--- config.mk ---
export PLATFORM = sky130hd
export DESIGN_NAME = physc_top
export DESIGN_NICKNAME = d
export VERILOG_FILES = /design/src/rtl/physc_mdio.v /design/src/rtl/physc_top.v
export VERILOG_INCLUDE_DIRS = /design/src /design/src/rtl
export SDC_FILE = /design/constraint.sdc
export NUM_CORES = 1
export LEC_CHECK = 0
export ABC_CLOCK_PERIOD_IN_PS = 9100
export BUFFER_PORTS_ARGS = -buffer_cell sky130_fd_sc_hd__buf_2
export CAP_MARGIN = 20
export CORE_MARGIN = 4
export CORE_UTILIZATION = 30
export DETAILED_ROUTE_END_ITERATION = 10
export REMOVE_ABC_BUFFERS = 1
export SLEW_MARGIN = 20
export SYNTH_ARGS = -nofsm -noshare
export SYNTH_HDL_FRONTEND = slang
export SYNTH_SLANG_ARGS = --single-unit
export TNS_END_PERCENT = 1
--- constraint.sdc ---
create_clock -name clk -period 9.1 [get_ports clk]
set_input_delay 0 -clock clk [delete_from_list [all_inputs] [get_ports clk]]
set_output_delay 0 -clock clk [all_outputs]
set_load 0.1 [all_outputs]
--- src/rtl/physc_defines.vh ---
// constants for the transceiver strap and basic control block
`ifndef PHYSC_DEFINES_VH
`define PHYSC_DEFINES_VH

// register offsets
`define PHYSC_ADDR_BASIC 16'h0000
`define PHYSC_ADDR_XCTRL 16'h000D
`define PHYSC_ADDR_XDATA 16'h000E
`define PHYSC_ADDR_STATUS 16'h0010
`define PHYSC_ADDR_MULTI_FUNCTION_INDICATOR 16'h0025
`define PHYSC_ADDR_LEDCFG 16'h0460

// basic_mode_control field positions
`define PHYSC_BC_RESET 15
`define PHYSC_BC_LOOP 14
`define PHYSC_BC_SPEED 13
`define PHYSC_BC_AN_EN 12
`define PHYSC_BC_PWR_DN 11
`define PHYSC_BC_ISOLATE 10
`define PHYSC_BC_RESTART 9
`define PHYSC_BC_DUPLEX 8
`define PHYSC_BC_COL_TEST 7

// status field positions
`define PHYSC_ST_LINK 0
`define PHYSC_ST_LINK_LL 1
`define PHYSC_ST_RXERR_LH 2

// reset values
`define PHYSC_ADDR_DEFAULT 5'h01
`define PHYSC_AN_DEFAULT 1'h1
`define PHYSC_SPEED_DEFAULT 1'h1
`define PHYSC_DUPLEX_DEFAULT 1'h1
`define PHYSC_MULTI_FUNCTION_INDICATOR_RESET 16'h0000
`define PHYSC_LEDCFG_RESET 16'h0000

// mac interface modes
`define PHYSC_IF_MII 2'h0
`define PHYSC_IF_RMII 2'h1
`define PHYSC_IF_RGMII 2'h2
`define PHYSC_IF_RSVD 2'h3

// multi-function indicator routing
`define PHYSC_ROUTE_PIN0 2'h0
`define PHYSC_ROUTE_COL 2'h1

// timing
`define PHYSC_CLK_MHZ 100
`define PHYSC_SOFT_RST_NS 1000
`define PHYSC_SOFT_RST_CYC ((`PHYSC_SOFT_RST_NS * `PHYSC_CLK_MHZ + 999) / 1000)
`define PHYSC_STRAP_SETTLE 2'h2
`define PHYSC_PREAMBLE_LEN 6'h20

`endif

--- src/rtl/physc_mdio.v ---
// serial management frame slave, clause 22 framing
`timescale 1ns/1ps
`include "physc_defines.vh"
module physc_mdio (
  input wire clk,
  input wire sys_rst,
  input wire clk_en,
  input wire [4:0] phy_addr,
  input wire mdc_pin,
  input wire mdio_pin_i,
  output reg mdio_pin_o,
  output reg mdio_pin_oe,
  input wire [15:0] rd_data,
  output reg rd_stb,
  output reg wr_stb,
  output reg [4:0] reg_addr,
  output reg [15:0] wr_data
);
  localparam ST_IDLE = 3'h0;
  localparam ST_HDR = 3'h1;
  localparam ST_TA = 3'h2;
  localparam ST_RD = 3'h3;
  localparam ST_WR = 3'h4;

  reg mdc_s1_q, mdc_s2_q, mdc_s3_q;
  reg dio_s1_q, dio_s2_q;
  reg [2:0] state_q;
  reg [5:0] pre_q;
  reg [4:0] cnt_q;
  reg [16:0] sr_q;
  reg [15:0] tx_q;
  wire rise = mdc_s2_q & ~mdc_s3_q;
  wire bit_in = dio_s2_q;
  wire [12:0] hdr = {sr_q[11:0], bit_in};

  always @(posedge clk or posedge sys_rst) begin
    if (sys_rst) begin
      mdc_s1_q <= 1'h0;
      mdc_s2_q <= 1'h0;
      mdc_s3_q <= 1'h0;
      dio_s1_q <= 1'h1;
      dio_s2_q <= 1'h1;
      state_q <= ST_IDLE;
      pre_q <= 6'h00;
      cnt_q <= 5'h00;
      sr_q <= 17'h0_0000;
      tx_q <= 16'h0000;
      mdio_pin_o <= 1'h0;
      mdio_pin_oe <= 1'h0;
      rd_stb <= 1'h0;
      wr_stb <= 1'h0;
      reg_addr <= 5'h00;
      wr_data <= 16'h0000;
    end else if (clk_en) begin
      mdc_s1_q <= mdc_pin;
      mdc_s2_q <= mdc_s1_q;
      mdc_s3_q <= mdc_s2_q;
      dio_s1_q <= mdio_pin_i;
      dio_s2_q <= dio_s1_q;
      rd_stb <= 1'h0;
      wr_stb <= 1'h0;
      if (rise) begin
        sr_q <= {sr_q[15:0], bit_in};
        case (state_q)
          ST_IDLE: begin
            cnt_q <= 5'h00;
            if (bit_in) begin
              if (pre_q != `PHYSC_PREAMBLE_LEN)
                pre_q <= pre_q + 6'h01;
            end else begin
              if (pre_q == `PHYSC_PREAMBLE_LEN)
                state_q <= ST_HDR;
              pre_q <= 6'h00;
            end
          end
          ST_HDR: begin
            cnt_q <= cnt_q + 5'h01;
            if (cnt_q == 5'h0C) begin
              cnt_q <= 5'h00;
              reg_addr <= hdr[4:0];
              if (!hdr[12] || hdr[9:5] != phy_addr)
                state_q <= ST_IDLE;
              else if (hdr[11:10] == 2'h2) begin
                rd_stb <= 1'h1;
                state_q <= ST_TA;
              end else if (hdr[11:10] == 2'h1)
                state_q <= ST_WR;
              else
                state_q <= ST_IDLE;
            end
          end
          ST_TA: begin
            // second turnaround bit is driven low
            mdio_pin_o <= 1'h0;
            mdio_pin_oe <= 1'h1;
            tx_q <= rd_data;
            state_q <= ST_RD;
          end
          ST_RD: begin
            if (cnt_q == 5'h10) begin
              mdio_pin_oe <= 1'h0;
              state_q <= ST_IDLE;
            end else begin
              mdio_pin_o <= tx_q[15];
              tx_q <= {tx_q[14:0], 1'h0};
              cnt_q <= cnt_q + 5'h01;
            end
          end
          ST_WR: begin
            cnt_q <= cnt_q + 5'h01;
            if (cnt_q == 5'h11) begin
              wr_data <= {sr_q[14:0], bit_in};
              wr_stb <= 1'h1;
              state_q <= ST_IDLE;
            end
          end
          default: state_q <= ST_IDLE;
        endcase
      end
    end
  end
endmodule // physc_mdio

--- src/rtl/physc_top.v ---
// strap capture, basic mode control and indicator logic
`timescale 1ns/1ps
`include "physc_defines.vh"
// Summary of operation
// - three straps select mac interface and clock
// - multi indicator drives one pin at most
// - led modes come from two writable registers
// - pin sampled low drives active high
// - led polarity set from strap, no software
// - management address latched at reset, 32 choices
// - unpulled address straps give address one
// - address is full five-bit range
// - strap fields reset from sampled pins
// - status bit 0 follows link_up live
// - latched bits hold until read
// - bit 15 resets standard control, self-clears
// - bit 15 reads one during reset
// - bit 14 loops mac transmit to receive
// - bit 13 speed, used without negotiation
// - bit 12 enables negotiation, strap default
// - bit 8 duplex, used without negotiation
// - bit 9 restarts negotiation, self-clears
// - bit 11 powers down, ored with pin
// - bit 10 isolates mac data interface
module physc_top #(
  parameter SOFT_RST_CYC = `PHYSC_SOFT_RST_CYC
) (
  input wire clk,
  input wire sys_rst,
  input wire clk_en,
  input wire mdc_pin,
  input wire mdio_pin_i,
  output wire mdio_pin_o,
  output wire mdio_pin_oe,
  input wire [4:0] strap_phy_addr_pin,
  input wire strap_rgmii_pin,
  input wire strap_rmii_pin,
  input wire ref_clock_fifty_select,
  input wire strap_autoneg_pin,
  input wire strap_speed_pin,
  input wire strap_duplex_pin,
  input wire indicator_pin_zero_i,
  output wire indicator_pin_zero_o,
  output wire indicator_pin_zero_oe,
  input wire indicator_pin_one_i,
  output wire indicator_pin_one_o,
  output wire indicator_pin_one_oe,
  input wire general_pin_two_i,
  output wire general_pin_two_o,
  output wire general_pin_two_oe,
  input wire power_down_input_low,
  input wire [3:0] mac_txd,
  input wire mac_tx_en,
  output reg [3:0] mac_rxd,
  output reg mac_rx_dv,
  output reg mac_rx_oe,
  output reg [3:0] line_txd,
  output reg line_tx_en,
  input wire [3:0] line_rxd,
  input wire line_rx_dv,
  input wire line_col,
  input wire link_up,
  input wire rx_error_event,
  input wire an_started,
  input wire an_speed_100,
  input wire an_full_duplex,
  output reg [1:0] if_mode,
  output reg ref_clk_50,
  output reg [4:0] phy_addr,
  output reg port_speed_100,
  output reg port_full_duplex,
  output reg an_enable,
  output reg an_restart,
  output reg power_down
);
  // strap synchronisers
  wire [13:0] strap_raw = {strap_phy_addr_pin, strap_rgmii_pin,
    strap_rmii_pin, ref_clock_fifty_select, strap_autoneg_pin,
    strap_speed_pin, strap_duplex_pin, general_pin_two_i,
    indicator_pin_one_i, indicator_pin_zero_i};
  reg [13:0] sy1_q, sy2_q;
  reg pd1_q, pd2_q;
  reg [1:0] strap_cnt_q;
  reg strap_done_q;
  reg st_an_q, st_spd_q, st_dup_q;
  reg [2:0] led_pol_q;
  wire strap_cap = !strap_done_q &&
    strap_cnt_q == `PHYSC_STRAP_SETTLE;
  wire pd_pin = ~pd2_q;

  always @(posedge clk or posedge sys_rst) begin
    if (sys_rst) begin
      sy1_q <= 14'h0000;
      sy2_q <= 14'h0000;
      pd1_q <= 1'h1;
      pd2_q <= 1'h1;
    end else if (clk_en) begin
      sy1_q <= strap_raw;
      sy2_q <= sy1_q;
      pd1_q <= power_down_input_low;
      pd2_q <= pd1_q;
    end
  end

  reg [1:0] mode_d;
  reg clk50_d;
  always @* begin
    mode_d = `PHYSC_IF_RSVD;
    clk50_d = 1'h0;
    if (sy2_q[8]) begin
      if (!sy2_q[6])
        mode_d = `PHYSC_IF_RGMII;
    end else if (sy2_q[7]) begin
      mode_d = `PHYSC_IF_RMII;
      clk50_d = sy2_q[6];
    end else if (!sy2_q[6])
      mode_d = `PHYSC_IF_MII;
  end

  // straps settle through the synchroniser, then latch once
  always @(posedge clk or posedge sys_rst) begin
    if (sys_rst) begin
      strap_cnt_q <= 2'h0;
      strap_done_q <= 1'h0;
      phy_addr <= `PHYSC_ADDR_DEFAULT;
      if_mode <= `PHYSC_IF_MII;
      ref_clk_50 <= 1'h0;
      st_an_q <= `PHYSC_AN_DEFAULT;
      st_spd_q <= `PHYSC_SPEED_DEFAULT;
      st_dup_q <= `PHYSC_DUPLEX_DEFAULT;
      led_pol_q <= 3'h0;
    end else if (clk_en && !strap_done_q) begin
      strap_cnt_q <= strap_cnt_q + 2'h1;
      if (strap_cap) begin
        strap_done_q <= 1'h1;
        phy_addr <= sy2_q[13:9];
        if_mode <= mode_d;
        ref_clk_50 <= clk50_d;
        st_an_q <= sy2_q[5];
        st_spd_q <= sy2_q[4];
        st_dup_q <= sy2_q[3];
        led_pol_q <= sy2_q[2:0];
      end
    end
  end

  // management frame slave
  wire mi_rd, mi_wr;
  wire [4:0] mi_ra;
  wire [15:0] mi_wd;
  reg [15:0] rdata_q;
  physc_mdio u_mdio (
    .clk(clk),
    .sys_rst(sys_rst),
    .clk_en(clk_en),
    .phy_addr(phy_addr),
    .mdc_pin(mdc_pin),
    .mdio_pin_i(mdio_pin_i),
    .mdio_pin_o(mdio_pin_o),
    .mdio_pin_oe(mdio_pin_oe),
    .rd_data(rdata_q),
    .rd_stb(mi_rd),
    .wr_stb(mi_wr),
    .reg_addr(mi_ra),
    .wr_data(mi_wd)
  );

  // extended space reached through the address/data pair
  reg [1:0] xfunc_q;
  reg [15:0] xaddr_q;
  wire xdata = {11'h000, mi_ra} == `PHYSC_ADDR_XDATA;
  wire [15:0] ea = (xdata && xfunc_q != 2'h0) ? xaddr_q :
    {11'h000, mi_ra};
  wire wr_bc = mi_wr && ea == `PHYSC_ADDR_BASIC;
  wire rd_st = mi_rd && ea == `PHYSC_ADDR_STATUS;

  reg [15:0] multi_function_indicator_q, ledcfg_q;
  always @(posedge clk or posedge sys_rst) begin
    if (sys_rst) begin
      xfunc_q <= 2'h0;
      xaddr_q <= 16'h0000;
      multi_function_indicator_q <= `PHYSC_MULTI_FUNCTION_INDICATOR_RESET;
      ledcfg_q <= `PHYSC_LEDCFG_RESET;
    end else if (clk_en && mi_wr) begin
      if (ea == `PHYSC_ADDR_XCTRL)
        xfunc_q <= mi_wd[15:14];
      if (xdata && xfunc_q == 2'h0)
        xaddr_q <= mi_wd;
      if (ea == `PHYSC_ADDR_MULTI_FUNCTION_INDICATOR)
        multi_function_indicator_q <= mi_wd;
      if (ea == `PHYSC_ADDR_LEDCFG)
        ledcfg_q <= mi_wd;
    end
  end

  // basic mode control fields
  reg [15:0] srst_cnt_q;
  reg loop_q, speed_q, an_en_q, pwr_q, iso_q, restart_q;
  reg duplex_q, col_test_q;
  wire srst_act = srst_cnt_q != 16'h0000;

  always @(posedge clk or posedge sys_rst) begin
    if (sys_rst) begin
      srst_cnt_q <= 16'h0000;
      loop_q <= 1'h0;
      speed_q <= `PHYSC_SPEED_DEFAULT;
      an_en_q <= `PHYSC_AN_DEFAULT;
      pwr_q <= 1'h0;
      iso_q <= 1'h0;
      restart_q <= 1'h0;
      duplex_q <= `PHYSC_DUPLEX_DEFAULT;
      col_test_q <= 1'h0;
    end else if (clk_en) begin
      if (strap_cap) begin
        an_en_q <= sy2_q[5];
        speed_q <= sy2_q[4];
        duplex_q <= sy2_q[3];
      end else if (srst_act || (wr_bc && mi_wd[`PHYSC_BC_RESET])) begin
        srst_cnt_q <= srst_act ? srst_cnt_q - 16'h0001 :
          SOFT_RST_CYC[15:0];
        loop_q <= 1'h0;
        speed_q <= st_spd_q;
        an_en_q <= st_an_q;
        iso_q <= 1'h0;
        restart_q <= 1'h0;
        duplex_q <= st_dup_q;
        col_test_q <= 1'h0;
        pwr_q <= pd_pin;
      end else if (wr_bc) begin
        loop_q <= mi_wd[`PHYSC_BC_LOOP];
        speed_q <= mi_wd[`PHYSC_BC_SPEED];
        an_en_q <= mi_wd[`PHYSC_BC_AN_EN];
        iso_q <= mi_wd[`PHYSC_BC_ISOLATE];
        duplex_q <= mi_wd[`PHYSC_BC_DUPLEX];
        col_test_q <= mi_wd[`PHYSC_BC_COL_TEST];
        pwr_q <= mi_wd[`PHYSC_BC_PWR_DN] | pd_pin;
        restart_q <= mi_wd[`PHYSC_BC_RESTART] &
          mi_wd[`PHYSC_BC_AN_EN];
      end else begin
        if (an_started || !an_en_q)
          restart_q <= 1'h0;
        if (pd_pin)
          pwr_q <= 1'h1;
      end
    end
  end

  // status: live link, latched-low link, latched-high error
  reg link_ll_q, rxerr_lh_q;
  always @(posedge clk or posedge sys_rst) begin
    if (sys_rst) begin
      link_ll_q <= 1'h0;
      rxerr_lh_q <= 1'h0;
    end else if (clk_en) begin
      link_ll_q <= link_up & (link_ll_q | rd_st);
      rxerr_lh_q <= rx_error_event | (rxerr_lh_q & ~rd_st);
    end
  end

  // read data is captured at the read strobe so a clear-on-read
  // in the same cycle cannot disturb the returned word
  reg [15:0] rd_mux;
  always @* begin
    rd_mux = 16'h0000;
    case (ea)
      `PHYSC_ADDR_BASIC: begin
        rd_mux[`PHYSC_BC_RESET] = srst_act;
        rd_mux[`PHYSC_BC_LOOP] = loop_q;
        rd_mux[`PHYSC_BC_SPEED] = speed_q;
        rd_mux[`PHYSC_BC_AN_EN] = an_en_q;
        rd_mux[`PHYSC_BC_PWR_DN] = pwr_q | pd_pin;
        rd_mux[`PHYSC_BC_ISOLATE] = iso_q;
        rd_mux[`PHYSC_BC_RESTART] = restart_q;
        rd_mux[`PHYSC_BC_DUPLEX] = duplex_q;
        rd_mux[`PHYSC_BC_COL_TEST] = col_test_q;
      end
      `PHYSC_ADDR_XCTRL: rd_mux[15:14] = xfunc_q;
      `PHYSC_ADDR_XDATA: rd_mux = xaddr_q;
      `PHYSC_ADDR_STATUS: begin
        rd_mux[`PHYSC_ST_LINK] = link_up;
        rd_mux[`PHYSC_ST_LINK_LL] = link_ll_q;
        rd_mux[`PHYSC_ST_RXERR_LH] = rxerr_lh_q;
      end
      `PHYSC_ADDR_MULTI_FUNCTION_INDICATOR: rd_mux = multi_function_indicator_q;
      `PHYSC_ADDR_LEDCFG: rd_mux = ledcfg_q;
      default: rd_mux = 16'h0000;
    endcase
  end

  always @(posedge clk or posedge sys_rst) begin
    if (sys_rst)
      rdata_q <= 16'h0000;
    else if (clk_en && mi_rd)
      rdata_q <= rd_mux;
  end

  // indicator sources, selected by three-bit codes
  wire act = mac_tx_en | line_rx_dv;
  wire col_src = col_test_q ? mac_tx_en : line_col;
  wire [7:0] ev = {2'h0, col_src, port_full_duplex, port_speed_100,
    link_up & act, act, link_up};
  wire multi_function_indicator_fn = ev[ledcfg_q[2:0]];
  wire [1:0] route = multi_function_indicator_q[1:0];
  // at most one pin takes the multi indicator, none for routes 2 and 3
  wire [2:0] fn = {
    (route == `PHYSC_ROUTE_COL) ? multi_function_indicator_fn : col_src,
    ev[ledcfg_q[6:4]],
    (route == `PHYSC_ROUTE_PIN0) ? multi_function_indicator_fn : ev[ledcfg_q[10:8]]};
  // collision keeps its own sense unless it carries an indicator
  wire [2:0] inv = {led_pol_q[2] & (route == `PHYSC_ROUTE_COL),
    led_pol_q[1:0]};
  reg [2:0] pin_o_q, pin_oe_q;

  genvar k;
  generate
    for (k = 0; k < 3; k = k + 1) begin : g_led
      always @(posedge clk or posedge sys_rst) begin
        if (sys_rst) begin
          pin_o_q[k] <= 1'h0;
          pin_oe_q[k] <= 1'h0;
        end else if (clk_en) begin
          pin_o_q[k] <= fn[k] ^ inv[k];
          // pins stay released until straps are latched
          pin_oe_q[k] <= strap_done_q;
        end
      end
    end
  endgenerate

  assign indicator_pin_zero_o = pin_o_q[0];
  assign indicator_pin_zero_oe = pin_oe_q[0];
  assign indicator_pin_one_o = pin_o_q[1];
  assign indicator_pin_one_oe = pin_oe_q[1];
  assign general_pin_two_o = pin_o_q[2];
  assign general_pin_two_oe = pin_oe_q[2];

  // data path and port controls
  always @(posedge clk or posedge sys_rst) begin
    if (sys_rst) begin
      mac_rxd <= 4'h0;
      mac_rx_dv <= 1'h0;
      mac_rx_oe <= 1'h0;
      line_txd <= 4'h0;
      line_tx_en <= 1'h0;
      port_speed_100 <= `PHYSC_SPEED_DEFAULT;
      port_full_duplex <= `PHYSC_DUPLEX_DEFAULT;
      an_enable <= `PHYSC_AN_DEFAULT;
      an_restart <= 1'h0;
      power_down <= 1'h0;
    end else if (clk_en) begin
      mac_rxd <= loop_q ? mac_txd : line_rxd;
      mac_rx_dv <= loop_q ? mac_tx_en : line_rx_dv;
      mac_rx_oe <= ~iso_q;
      line_tx_en <= mac_tx_en & ~(loop_q | iso_q | power_down);
      line_txd <= (loop_q | iso_q | power_down) ? 4'h0 : mac_txd;
      port_speed_100 <= an_en_q ? an_speed_100 : speed_q;
      port_full_duplex <= an_en_q ? an_full_duplex : duplex_q;
      an_enable <= an_en_q;
      an_restart <= restart_q;
      power_down <= pwr_q | pd_pin;
    end
  end
endmodule // physc_top

# --- After elaboration in Yosys (flattened, before gate mapping) ---
# Cells that the tools add are included.
# W data, S select, Z words.
word_totals:
  word_cells: 236
  regBits: 234
  input_bits: 36
  out_inout_bits: 32
op_classes:
  add_sub_neg: 4
  magnitude_cmp: 3
  n_mux: 75
  eq_ne: 28
  bitwise_logic: 23
  n_reduce_logical: 44
op_table:
  columns: ["operator", "count"]
  rows:
  - ["$mux W16", 3]
  - ["$mux W1", 43]
  - ["$eq A16 B4 Y1 const B", 2]
  - ["$pmux W16 S2", 1]
  - ["$pmux W7 S4", 1]
  - ["$mux W3", 8]
  - ["$reduce_and A4 Y1", 6]
  - ["$pmux W5 S4", 1]
  - ["$eq A16 B11 Y1 const B", 1]
  - ["$eq A16 B5 Y1 const B", 1]
  - ["$eq A16 B6 Y1 const B", 1]
  - ["$logic_not A16 Y1", 1]
  - ["$reduce_bool A16 Y1", 1]
  - ["$sub A16 B1 Y16 const B", 1]
  - ["$pmux W3 S5", 1]
  - ["$reduce_and A2 Y1", 7]
  - ["$lt A3 B4 Y1 const B", 3]
  - ["$mux W6", 2]
  - ["$pmux W3 S4", 1]
  - ["$pmux W4 S3", 1]
  - ["$reduce_and A3 Y1", 4]
  - ["$eq A5 B4 Y1 const B", 2]
  - ["$eq A5 B5 Y1 const B", 2]
  - ["$mux W5", 2]
  - ["32 further kinds", 81]

# --- Longest topological paths before layout ---
# Gate-level depths: netlist (run 1).
depth:
  depth_word: 9
  depth_mapped: 9

# --- Hierarchy ---
# From an unflattened synthesis (run 1), not the netlist that was laid out.
unflattened:
  hier_cells: 989
  area_unflattened_um2: 11174.5
modules_own_cells:
  columns: ["module", "cells_per_inst", "n_inst", "area_each_um2"]
  rows:
  - ["physc_top", 664, 1, 7578.5]
  - ["physc_mdio", 325, 1, 3595.9]

# --- Worst setup path after synthesis (run 1) ---
# OpenSTA, ideal clock, no wires.
synth_path:
  path_kind: "reg-to-reg"
  from: "register xaddr_q[4]"
  to: "register ledcfg_q[0]"
  arrival_ns: 2.279
  synth_period_minus_slack_ns: 2.407
  n_path_buf: 1
  setup_ns: 0.128
  path_stages_with_launch: 7
  setup_slack_ns: 6.693
  cell_sequence: "dfrtp_1 -> or4_1 -> nor2_1 -> nand3_2 -> nor4_4 -> buf_4 -> mux2_1"
synth_between:
  elab_chain_len: 3
synth_rtl:
  columns: ["element", "line_no", "source"]
  rows:
  - ["from (decl)", "physc_top.v:170", "reg [15:0] xaddr_q;"]
  - ["from (signal assigned)", "physc_top.v:188", "xaddr_q <= mi_wd;"]
  - ["$mux W16", "physc_top.v:172", "wire [15:0] ea = (xdata && xfunc_q != 2'h0) ? xaddr_q :"]
  - ["$eq A16 B11 Y1", null, null]
  - ["$reduce_and A2 Y1 (no source line)", null, null]
  - ["to (signal assigned)", "physc_top.v:183", "ledcfg_q <= `PHYSC_LEDCFG_RESET;"]
  - ["to (signal assigned)", "physc_top.v:192", "ledcfg_q <= mi_wd;"]
  - ["to (decl)", "physc_top.v:177", "reg [15:0] multi_function_indicator_q, ledcfg_q;"]
# No other way between the ends.
# A chain may end at the register's enable or synchronous reset.

# --- Worst setup path after layout (run 1) ---
layout_path:
  from: "register u_mdio.reg_addr[4]"
  to: "register restart_q"
layout_between:
  elab_chain_len: 9
  elab_cells_between_ends: 11
layout_rtl:
  columns: ["element", "line_no", "source"]
  rows:
  - ["from (decl)", "physc_mdio.v:16", "output reg [4:0] reg_addr,"]
  - ["from (signal assigned)", "physc_mdio.v:80", "reg_addr <= hdr[4:0];"]
  - ["$eq A5 B4 Y1 (no source line)", null, null]
  - ["$logic_and A1 B1 Y1", "physc_top.v:172", null]
  - ["$mux W16 *", "physc_top.v:172", null]
  - ["$logic_not A16 Y1 *", null, null]
  - ["$logic_and A1 B1 Y1 (no source line) *", null, null]
  - ["$logic_and A1 B1 Y1", "physc_top.v:218", "end else if (srst_act || (wr_bc && mi_wd[`PHYSC_BC_RESET])) begin"]
  - ["$logic_or A1 B1 Y1", "physc_top.v:218", null]
  - ["$reduce_bool A3 Y1 (no source line)", null, null]
  - ["$reduce_and A3 Y1 (no source line)", null, null]
  - ["to (signal assigned)", "physc_top.v:237", "restart_q <= mi_wd[`PHYSC_BC_RESTART] &"]
  - ["to (decl)", "physc_top.v:198", "reg loop_q, speed_q, an_en_q, pwr_q, iso_q, restart_q;"]
# Every way passes the cells marked *; elsewhere a longest branch is shown, timed or not.

==> run_results.csv, run 1 <==
group,metric,value,unit
min_path,worstHoldPathType,"input pin to flop",
logic_synthesis,synth_edf_count,0,
outcome,status,"finished, final reports clean",
pwr,p_leak,5.84,nW
logic_synthesis,synth_async_sr_flop_share,100,%
logic_synthesis,synthFlopType,"dfrtp_1",
pwr,power_switching,1.16,mW
cells_and_area,antenna_cells,0,
pwr,pwr-share-seq,41.7,%
grt,grt_use_total,13.2,%
sta,fin_crit_sh,33.4,%
min_path,whs_path_depth,4,
critical_path,worstSetupStartpoint,"u_mdio.reg_addr[4]",
clock_tree,cts_resized,0,
clock_tree,cts_num_sinks,234,
detailed_routing,drt_iter0_markers,471,
logic_synthesis,yosysWarnings,0,
pwr,power.share.switching,34.1,%
critical_path,reg2reg_from,"u_mdio.reg_addr[4]",
floorplan,start_util,30.7,%
floorplan,die_h,197,um
critical_path,cp.required,9.51,ns
critical_path,start_kind,"flop",
logic_synthesis,ys_seq_area_share,55.0,%
logic_synthesis,avgSynthCellArea,11.4,um^2
sta,slew_headroom,32.3,%
pwr,comb_power_share,24.4,%
sta,setup_viol,0,
clock_tree,path_clk_slew,0.06,ns
critical_path,end_kind,"flop",
place,gp_congestion,0.821,
logic_synthesis,syn-cell-area,10700,um^2
sta,min_period,3.04,ns
grt,grt_pass1_vias,7728,
floorplan,io_pins,68,
logic_synthesis,synth_top_area_share,51.5,%
detailed_routing,vias_per_cell,4.95,
detailed_routing,routed_wl,25.4,mm
cells_and_area,fin_nets,1092,
grt,grt_overflow,0,
logic_synthesis,synth_top_cell_by_area,"dfrtp_1",
sta,setup_slack,6.06,ns
logic_synthesis,netlist_instances,939,
cells_and_area,syn_to_final_growth,20.6,%
detailed_routing,drc,0,
floorplan,dieWidth,197,um
critical_path,worst-path-max-fanout,9,
logic_synthesis,ys_ff_latch,234,
sta,slew_violations,0,
sta,max_freq,329,MHz
grt,antenna_found_initial,0,
clock_tree,cts_tree,"yes",
detailed_routing,wire_per_inst,16.6,um
pwr,p_int,2.24,mW
critical_path,r2r_slack,6.06,ns
min_path,hp-start,"line_col",
cells_and_area,final_util,37.0,%
sta,whs,0.0350,ns
pwr,cellPowerDensity,264,nW/um^2
logic_synthesis,synth_cell_types,72,
clock_tree,cts_max_path_buffers,3,
detailed_routing,dr.pass1.iters,5,
clock_tree,root_buffer,"clkbuf_16",
clock_tree,cts_made_buffers,26,
place,dp_hpwl,17.1,mm
cells_and_area,final_layout_size_suffix_gt1_share,25.6,%
detailed_routing,postRouteAntennaNets,0,
sta,worst_pin_slew,1.01,ns
logic_synthesis,synth_area_leaders,"dfrtp_1 52%, mux2_2 12%, dfstp_2 3.4%",
clock_tree,clk_latency,0.53,ns
place,portBuffers,67,
floorplan,rows,68,
pwr,p_clk_share,33.8,%
sta,setup_tns,0,ns
sta,fin_skew,0.0170,ns
sta,hold_violations,0,
critical_path,path_class,"flop to flop",
pwr,ir_drop,301,uV
clock_tree,cts-htree-levels,1,
critical_path,cp-endpoint,"restart_q",
grt,grt_pass1_wl,42.3,mm
detailed_routing,num_vias,7546,
floorplan,core_area,34800,um^2
place,post-place-ws,6.11,ns
floorplan,dieArea,38700,um^2
critical_path,worstPathArrival,3.45,ns
critical_path,worstReg2RegEnd,"restart_q",
cells_and_area,final.fill_count,3356,
run,drv_cap,0,
grt,grt_max_degree,87,
sta,rsz0062_at_grt,"no",
critical_path,ff2ff_path_depth,7,
[Yosys cell counts, types with 3 or more instances]
cell type and instances:
nand3b_1 5, buf_1 4, mux2i_1 27, and2_1 4
dfrtp_1 220, clkbuf_8 4, a211oi_1 5, nor2_1 63
a22o_1 5, a221oi_1 8, nand3_1 13, a21oi_1 39
buf_2 3, buf_4 4, nor2b_1 4, nand4_1 3
or3_1 6, a211o_1 4, nor4_1 4, o21a_1 3
a31oi_1 18, clkbuf_1 26, ha_1 7, mux2_1 10
or2_2 5, xnor2_1 5, o211ai_1 3, nand4b_1 4
nand2_1 97, and3_1 6, nor3_1 16, mux2_2 112
o21ai_0 58, dfstp_2 14, o22ai_1 3, nand2b_1 12
inv_1 33, o31ai_1 8, a22oi_1 16, xor2_1 10
a21o_1 4, or4_1 7
[stage by stage]
stage / instances / power (mW) / instance area (um^2)
floorplan: 897 / 2.05 / 10500
global placement: 1429 / 2.23 / 11400
detailed placement: 1429 / 2.25 / 11400
CTS: 1524 / 3.43 / 12900
global route: 1524 / 3.59 / 12900
finish: 1524 / 3.40 / 12900
[power by group through the flow]
| stage | registers, mW | logic, mW | clock network [mW] |
|---|---|---|---|
| 2_1_floorplan | 1.67 | 0.380 | 0 |
| 3_3_place_gp | 1.43 | 0.801 | 0 |
| 3_5_place_dp | 1.44 | 0.814 | 0 |
| 4_1_cts | 1.42 | 0.839 | 1.18 |
| 5_1_grt | 1.45 | 0.917 | 1.22 |
| 6_report | 1.42 | 0.831 | 1.15 |
[routing by layer]
metal | up-vias | routed length (um) | global-route usage [%]
li1 | 3599 | - | -
met1 | 3770 | 12000 | 18.9
met2 | 147 | 11800 | 21.2
met3 | 30 | 1150 | 2.22
met4 | 0 | 443 | 3.06
met5 | - | 0 | 0
[how the worst min path moves through the flow]
stage                    endpoint  slack, ns
2_1_floorplan    port_full_duplex       0.05
3_3_place_gp   general_pin_two_oe       0.13
3_5_place_dp   general_pin_two_oe       0.14
4_1_cts         general_pin_two_o      0.004
5_1_grt         general_pin_two_o       0.06
6_report        general_pin_two_o       0.04
[area by class of cell]
cell class | count | area, um^2 | share of cell area, %
Sequential cell | 234 | 5870 | 45.6
Multi-Input combinational cell | 630 | 4470 | 34.7
Timing Repair Buffer | 124 | 887 | 6.88
Clock buffer | 38 | 777 | 6.03
Tap cell | 455 | 569 | 4.42
Clock inverter | 10 | 179 | 1.39
Inverter | 33 | 131 | 1.02
[flip-flops by register name, indices dropped and copies added, names as in the netlist, 3 cells and up]
name / cells
led_pol_q: 3
u_mdio.pre_q: 6
u_mdio.tx_q: 16
mac_rxd: 4
u_mdio.cnt_q: 5
ledcfg_q: 16
u_mdio.state_q: 3
line_txd: 4
sy2_q: 14
xaddr_q: 16
phy_addr: 5
srst_cnt_q: 16
sy1_q: 14
u_mdio.wr_data: 16
u_mdio.reg_addr: 5
rdata_q: 16
multi_function_indicator_q: 16
u_mdio.sr_q: 15
[timing repair]
item	4_1_cts	5_1_grt
setup buffers	0	0
endpoints found under the hold margin	124	0
hold buffers	47	0
[critical path, stage by stage, from the launching register on]
cell,delay [ns]
dfrtp_1,0.49
or4_1,0.55
or4_4,0.45
o21a_1,0.15
nor3_1,0.66
buf_4,0.26
a2111oi_0,0.09
a211o_1,0.27
[cell families (layout without fill, tap and decap cells)]
logic type | Yosys count | in the layout | synth area share [%]
flip-flops | 234 | 234 | 55.0
AO/OA/AOI/OAI | 190 | 190 | 11.6
adder cells (fa/ha/maj) | 7 | 7 | 0.820
AND/OR/NAND/NOR | 269 | 269 | 12.7
XOR/XNOR | 15 | 15 | 1.23
buffers and inverters | 75 | 205 | 3.26
multiplexers | 149 | 149 | 15.4
[cell usage in the layout, fill, tap and decap left out, types with 5 or more instances in the layout]
master | synthesis | layout
bufinv_16 | 0 | 5
mux2i_1 | 27 | 27
o21ai_0 | 58 | 58
a22o_1 | 5 | 5
nor3_1 | 16 | 16
buf_2 | 3 | 66
or4_1 | 7 | 7
ha_1 | 7 | 7
nand2_1 | 97 | 97
a221oi_1 | 8 | 8
nand3b_1 | 5 | 5
xor2_1 | 10 | 10
a211oi_1 | 5 | 5
dfrtp_1 | 220 | 220
dlygate4sd3_1 | 0 | 47
or2_2 | 5 | 5
a31oi_1 | 18 | 18
mux2_1 | 10 | 10
o31ai_1 | 8 | 8
a22oi_1 | 16 | 16
a21oi_1 | 39 | 39
xnor2_1 | 5 | 5
nor2_1 | 63 | 63
buf_4 | 4 | 10
and3_1 | 6 | 6
nand3_1 | 13 | 13
clkbuf_16 | 0 | 27
nand2b_1 | 12 | 12
dfstp_2 | 14 | 14
clkbuf_1 | 26 | 5
inv_1 | 33 | 32
clkbuf_8 | 4 | 6
or3_1 | 6 | 6
mux2_2 | 112 | 112
Note: power is estimated with default switching activity, not from simulation.
==> run 2, diff against run 1 <==
Settings changed: ABC_AREA set to 1, ABC_CLOCK_PERIOD_IN_PS 9100 to 2900.
Clock period 9.1 ns to 2.9 ns, I/O delays scaled along.
==> run_results.csv, run 2 <==
group,metric,value,unit
grt,gr-usage-met2,21.9,%
critical_path,worstPathArrival,3.18,ns
logic_synthesis,syn-cell-area,10800,um^2
cells_and_area,final_util,36.4,%
critical_path,reg2reg_from,"u_mdio.rd_stb",
logic_synthesis,synth_mux_area_share,0.0928,%
logic_synthesis,synth_async_sr_flop_share,100,%
critical_path,worstReg2RegEnd,"rxerr_lh_q",
critical_path,cp.required,3.38,ns
logic_synthesis,synth_top_cell_by_area,"dfrtp_1",
grt,grt_pass1_wl,45.9,mm
clock_tree,cts_max_path_buffers,3,
logic_synthesis,synth_area_leaders,"dfrtp_1 51%, nand2_1 14%, o21ai_0 8.2%",
logic_synthesis,synth-compound-area-share,12.0,%
min_path,whs_path_depth,7,
clock_tree,path_clk_slew,0.06,ns
place,dp.cells,1815,
critical_path,path_class,"flop to flop",
detailed_routing,wire_per_inst,14.2,um
logic_synthesis,synthFlopType,"dfrtp_1",
sta,max_freq,371,MHz
detailed_routing,routed_wl,26.9,mm
min_path,hp-start,"line_col",
logic_synthesis,ys_ff_latch,234,
place,portBuffers,67,
place,gp_congestion,0.851,
pwr,cellPowerDensity,849,nW/um^2
critical_path,cp_cell_sequence,"nand2_1 -> clkinv_1 -> nand3_1 -> a22o_1 -> dlygate4sd3_1",
critical_path,worst-path-max-fanout,19,
detailed_routing,dr.pass1.iters,7,
sta,worst_pin_slew,0.744,ns
critical_path,start_kind,"flop",
logic_synthesis,yosys.area_share.simple,24.3,%
detailed_routing,postRouteAntennaNets,0,
pwr,p_leak,6.04,nW
logic_synthesis,synth_top_family_by_area,"simple AND/OR/NAND/NOR gates",
clock_tree,cts_num_sinks,234,
grt,grt_overflow,0,
grt,antenna_found_initial,0,
sta,setup_tns,0,ns
sta,slew_headroom,50.4,%
clock_tree,clk_latency,0.54,ns
cells_and_area,fin_nets,1464,
floorplan,die_h,198,um
clock_tree,cts_tree,"yes",
cells_and_area,final_cells,1901,
critical_path,crit_slowest_cell,"clkinv_1",
grt,gr-usage-met1,20.7,%
outcome,status,"finished, final reports clean",
cells_and_area,final.fill_count,3615,
critical_path,r2r_slack,0.20,ns
grt,grt_use_total,14.1,%
logic_synthesis,synthAdderAreaFrac,0.812,%
sta,rsz0062_at_grt,"no",
cells_and_area,syn_to_final_growth,19.8,%
logic_synthesis,ys_seq_area_share,54.4,%
pwr,ir_drop,579,uV
min_path,worstHoldPathType,"input pin to flop",
min_path,min_to,"general_pin_two_o",
run,drv_cap,0,
sta,setup_viol,0,
clock_tree,root_buffer,"clkbuf_16",
cells_and_area,antenna_cells,0,
sta,min_period,2.70,ns
clock_tree,cts-htree-levels,1,
cells_and_area,final_layout_size_suffix_gt1_share,11.5,%
sta,hold_violations,0,
floorplan,io_pins,68,
floorplan,rows,69,
floorplan,core_area,35500,um^2
floorplan,start_util,30.4,%
floorplan,dieWidth,198,um
detailed_routing,num_vias,8897,
logic_synthesis,yosysWarnings,0,
clock_tree,cts_made_buffers,26,
sta,fin_skew,0.0188,ns
grt,grtUsageMet3,2.10,%
cells_and_area,layout_common_cells,"394 x nand2_1, 220 x dfrtp_1, 177 x o21ai_0",
logic_synthesis,netlist_top_cells_count,"394 x nand2_1, 220 x dfrtp_1, 177 x o21ai_0",
detailed_routing,drt_iter0_markers,701,
grt,grt_pass1_vias,8762,
logic_synthesis,synth_cell_types,43,
critical_path,critPathMaxStageDelay,0.65,ns
sta,fin_crit_sh,93.0,%
detailed_routing,drc,0,
cells_and_area,final_common_cell,"nand2_1",
logic_synthesis,netlist_instances,1316,
sta,slew_violations,0,
place,dp_hpwl,18.9,mm
logic_synthesis,synth_edf_count,0,
logic_synthesis,synth_xor_area_share,1.30,%
detailed_routing,vias_per_cell,4.68,
grt,grt_max_degree,102,
logic_synthesis,synth_top_area_share,51.0,%
grt,grt.busiest_layer,"met2",
floorplan,dieArea,39100,um^2
critical_path,end_kind,"flop",
critical_path,ff2ff_path_depth,5,
logic_synthesis,synth.most_common_cell,"nand2_1",
logic_synthesis,avgSynthCellArea,8.20,um^2
## run 2: cell types whose count changed after synthesis, sizes merged, moves of 15 or more
| cell | change |
|---|---|
| mux2 | -122 |
| a31oi | -15 |
| mux2i | -26 |
| inv | +109 |
| nand3 | +59 |
| o21ai | +133 |
| nand4 | +17 |
| nand2 | +300 |
| a22oi | -15 |
| nor2 | +37 |
| a21oi | -22 |
## run 2: per-stage QoR
| step | area (um^2) | power [mW] | setup WS (ns) | hold slack [ns] |
|---|---|---|---|---|
| 3_3_place_gp | 11700 | 7.62 | 0.647 | 0.201 |
| 2_1_floorplan | 10600 | 6.87 | -3.49 | 0.0740 |
| 4_1_cts | 12900 | 11.1 | 0.184 | 0.123 |
| 5_1_grt | 12900 | 11.7 | 0.0431 | 0.188 |
| 3_5_place_dp | 11700 | 7.67 | 0.563 | 0.189 |
| 6_report | 12900 | 11.0 | 0.202 | 0.126 |
## run 2: timing repair
item | CTS | global route
hold endpoints to repair | 131 | 0
resized for setup | 0 | 0
buffers inserted | 0 | 0
hold buffers | 39 | 0
## run 2: area by class of cell
type / instances / area (um^2) / share of cell area [%]
clock inverter: 7 / 115 / 0.891
timing repair buffer: 126 / 888 / 6.87
sequential: 234 / 5870 / 45.4
tap: 461 / 577 / 4.46
clock buffer: 40 / 763 / 5.91
multi-input combinational: 889 / 4160 / 32.2
inverter: 144 / 548 / 4.24
## run 2: how the worst max path moves through the flow
stage | startpoint | end | slack [ns]
detailed placement | xfunc_q[1] | ledcfg_q[14] | 0.56
floorplan | sys_rst | an_restart | -3.49
global route | u_mdio.rd_stb | rxerr_lh_q | 0.04
CTS | u_mdio.rd_stb | rxerr_lh_q | 0.18
finish | u_mdio.rd_stb | rxerr_lh_q | 0.20
global placement | xfunc_q[1] | ledcfg_q[15] | 0.65
## run 2: routing by layer
metal | vias up | part of all wire [%] | wire (um)
met3 | 54 | 4.7 | 1270
met5 | - | 0 | 0
met1 | 4177 | 48 | 12900
met4 | 0 | 2.6 | 711
li1 | 4461 | - | -
met2 | 205 | 45 | 12100
## run 2: logic make-up after synthesis
family,Yosys count
simple gates,623
flops,234
mux,1
xor+xnor,16
buf+inv,193
compound gates,242
fa+ha+maj,7
## run 2: report_power, final
part	total (mW)	switching, mW	internal (mW)
Combinational	3.19	2.34	0.843
Sequential	4.46	0.496	3.97
Clock	3.33	1.33	2.00
## run 2: worst max-delay path, delay by kind of cell (launching register included)
kind,cells,cell delay [ns]
AOI/OAI and AO/OA,1,0.17
buffers and inverters,2,1.20
and+or+nand+nor,2,0.88
DFF,1,0.38
==> run 3, diff against run 2 <==
--- a/config.mk
+++ b/config.mk
@@ -11,5 +11,5 @@
 export BUFFER_PORTS_ARGS = -buffer_cell sky130_fd_sc_hd__buf_2
 export CAP_MARGIN = 20
-export CORE_MARGIN = 4
+export CORE_MARGIN = 10
 export CORE_UTILIZATION = 30
 export DETAILED_ROUTE_END_ITERATION = 10
==> constraint.sdc (replaced) <==
create_clock -name clk -period 2.9 [get_ports clk]
set_input_delay 0 -clock clk [delete_from_list [all_inputs] [get_ports clk]]
set_output_delay 0 -clock clk [all_outputs]
set_load 0.005 [all_outputs]
==> run_results.csv, run 3 (synthesis results as in run 2) <==
group,metric,value,unit
grt,grt_use_total,12.4,%
critical_path,worstReg2RegEnd,"ledcfg_q[14]",
sta,slew_headroom,52.8,%
cells_and_area,antenna_cells,0,
cells_and_area,final_common_cell,"nand2_1",
run,drv_cap,0,
detailed_routing,num_vias,8933,
clock_tree,cts_num_sinks,234,
critical_path,path_common_cell,"nand2_1",
min_path,min_to,"general_pin_two_o",
clock_tree,cts_made_buffers,28,
critical_path,ff2ff_path_depth,12,
cells_and_area,syn_to_final_growth,20.7,%
critical_path,worstPathArrival,2.91,ns
clock_tree,path_clk_slew,0.06,ns
place,gp_congestion,0.904,
critical_path,critPathTopFamily,"simple AND/OR/NAND/NOR gates",
pwr,cellPowerDensity,799,nW/um^2
sta,fin_skew,0.00893,ns
sta,hold_violations,0,
clock_tree,cts_max_path_buffers,3,
detailed_routing,wire_per_inst,14.5,um
detailed_routing,drc,0,
critical_path,r2r_slack,0.40,ns
outcome,status,"finished, final reports clean",
detailed_routing,dr.pass1.iters,5,
clock_tree,cts_tree,"yes",
floorplan,io_pins,68,
cells_and_area,layout_common_cells,"394 x nand2_1, 220 x dfrtp_1, 177 x o21ai_0",
detailed_routing,vias_per_cell,4.69,
floorplan,dieWidth,210,um
clock_tree,post_cts_buffers,0,
clock_tree,cts-htree-levels,1,
critical_path,cp_cell_sequence,"inv_1 -> nand2_1 -> nand3_2 -> nand2_1 -> nand2_2 -> nand2_1 -> nor2_4 -> nand2_1 -> inv_2 -> nand2_2 -> nand2_1 -> o21ai_0",
floorplan,dieArea,43900,um^2
detailed_routing,postRouteAntennaNets,0,
sta,setup_tns,0,ns
place,dp_hpwl,19.4,mm
sta,setup_slack,0.396,ns
pwr,ir_drop,511,uV
place,post_dp_cell_area,11700,um^2
pwr,p_leak,6.12,nW
floorplan,start_util,30.4,%
sta,fin_crit_sh,86.4,%
grt,grt_overflow,0,
cells_and_area,final_layout_size_suffix_gt1_share,12.3,%
critical_path,path_class,"flop to flop",
critical_path,worst-path-max-fanout,32,
floorplan,core_area,35500,um^2
floorplan,rows,69,
detailed_routing,drt_iter0_markers,880,
min_path,worstHoldPathType,"input pin to flop",
critical_path,end_kind,"flop",
critical_path,reg2reg_from,"xfunc_q[0]",
cells_and_area,fin_area,13000,um^2
place,post-place-ws,0.438,ns
cells_and_area,fin_nets,1465,
place,portBuffers,67,
sta,setup_viol,0,
sta,max_freq,399,MHz
grt,grt_max_degree,99,
clock_tree,root_buffer,"clkbuf_16",
min_path,whs_path_depth,7,
sta,rsz0062_at_grt,"no",
clock_tree,clk_latency,0.54,ns
critical_path,cp.required,3.30,ns
detailed_routing,routed_wl,27.6,mm
floorplan,die_h,210,um
grt,grt_pass1_wl,46.1,mm
pwr,power,10.4,mW
critical_path,crit_buf_inv,2,
sta,min_period,2.50,ns
grt,antenna_found_initial,0,
critical_path,crit_slowest_cell,"nand2_2",
min_path,hp-start,"line_col",
grt,grt_pass1_vias,8683,
critical_path,critPathMaxStageDelay,0.37,ns
critical_path,start_kind,"flop",
sta,slew_violations,0,
sta,worst_pin_slew,0.709,ns
==> run 3: worst max-delay path by stage <==
| stage | cells past startpoint | slack [ns] | end | startpoint |
|---|---|---|---|---|
| 2_1_floorplan | 1 | -3.49 | an_restart | sys_rst |
| 3_3_place_gp | 12 | 0.63 | ledcfg_q[4] | xfunc_q[0] |
| 3_5_place_dp | 11 | 0.44 | ledcfg_q[11] | xfunc_q[1] |
| 4_1_cts | 11 | 0.42 | ledcfg_q[11] | xfunc_q[1] |
| 5_1_grt | 10 | 0.20 | ledcfg_q[11] | xfunc_q[1] |
| 6_report | 12 | 0.40 | ledcfg_q[14] | xfunc_q[0] |
==> run 3: timing repair <==
item                                   4_1_cts  5_1_grt
hold buffers                                35        0
endpoints found under the hold margin      118        0
gates resized for setup                      0        0
==> run 3: cell type report <==
| type | count | area, um^2 |
|---|---|---|
| Inverter | 144 | 548 |
| Sequential cell | 234 | 5870 |
| Timing Repair Buffer | 125 | 871 |
| Fill cell | 3595 | 22500 |
| Tap cell | 461 | 577 |
| Clock inverter | 14 | 188 |
| Multi-Input combinational cell | 889 | 4160 |
| Clock buffer | 38 | 808 |
==> run 3: through the flow <==
| step | utilization (%) | std cells | hold slack (ns) |
|---|---|---|---|
| 2_1_floorplan | - | 1267 | 0.0740 |
| 3_3_place_gp | 32.9 | 1818 | 0.197 |
| 3_5_place_dp | 32.9 | 1818 | 0.189 |
| 4_1_cts | 36.7 | 1905 | 0.107 |
| 5_1_grt | 36.7 | 1905 | 0.156 |
| 6_report | 36.7 | 1905 | 0.114 |
==> run 3: worst reg2reg max path: stages (launching register included) <==
cell     delay [ns]
dfrtp_1        0.36
inv_1          0.11
nand2_1        0.19
nand3_2        0.18
nand2_1        0.08
nand2_2        0.10
nand2_1        0.09
nor2_4         0.25
nand2_1        0.15
inv_2          0.23
nand2_2        0.38
nand2_1        0.16
o21ai_0        0.09
==> run 3: metal layers <==
layer,part of all wire [%],track usage (%),vias up,wire [um]
li1,-,-,4471,-
met1,47,17.2,4231,12900
met2,46,19.7,193,12700
met3,5.2,2.12,38,1440
met4,1.9,2.95,0,526
met5,0,0,-,0
==> run 3: where the power goes <==
group | switching, mW | leakage [nW] | total, mW | internal (mW)
Clock | 1.41 | 0.494 | 3.72 | 2.31
Combinational | 1.40 | 2.62 | 2.23 | 0.839
Sequential | 0.490 | 3.01 | 4.46 | 3.97
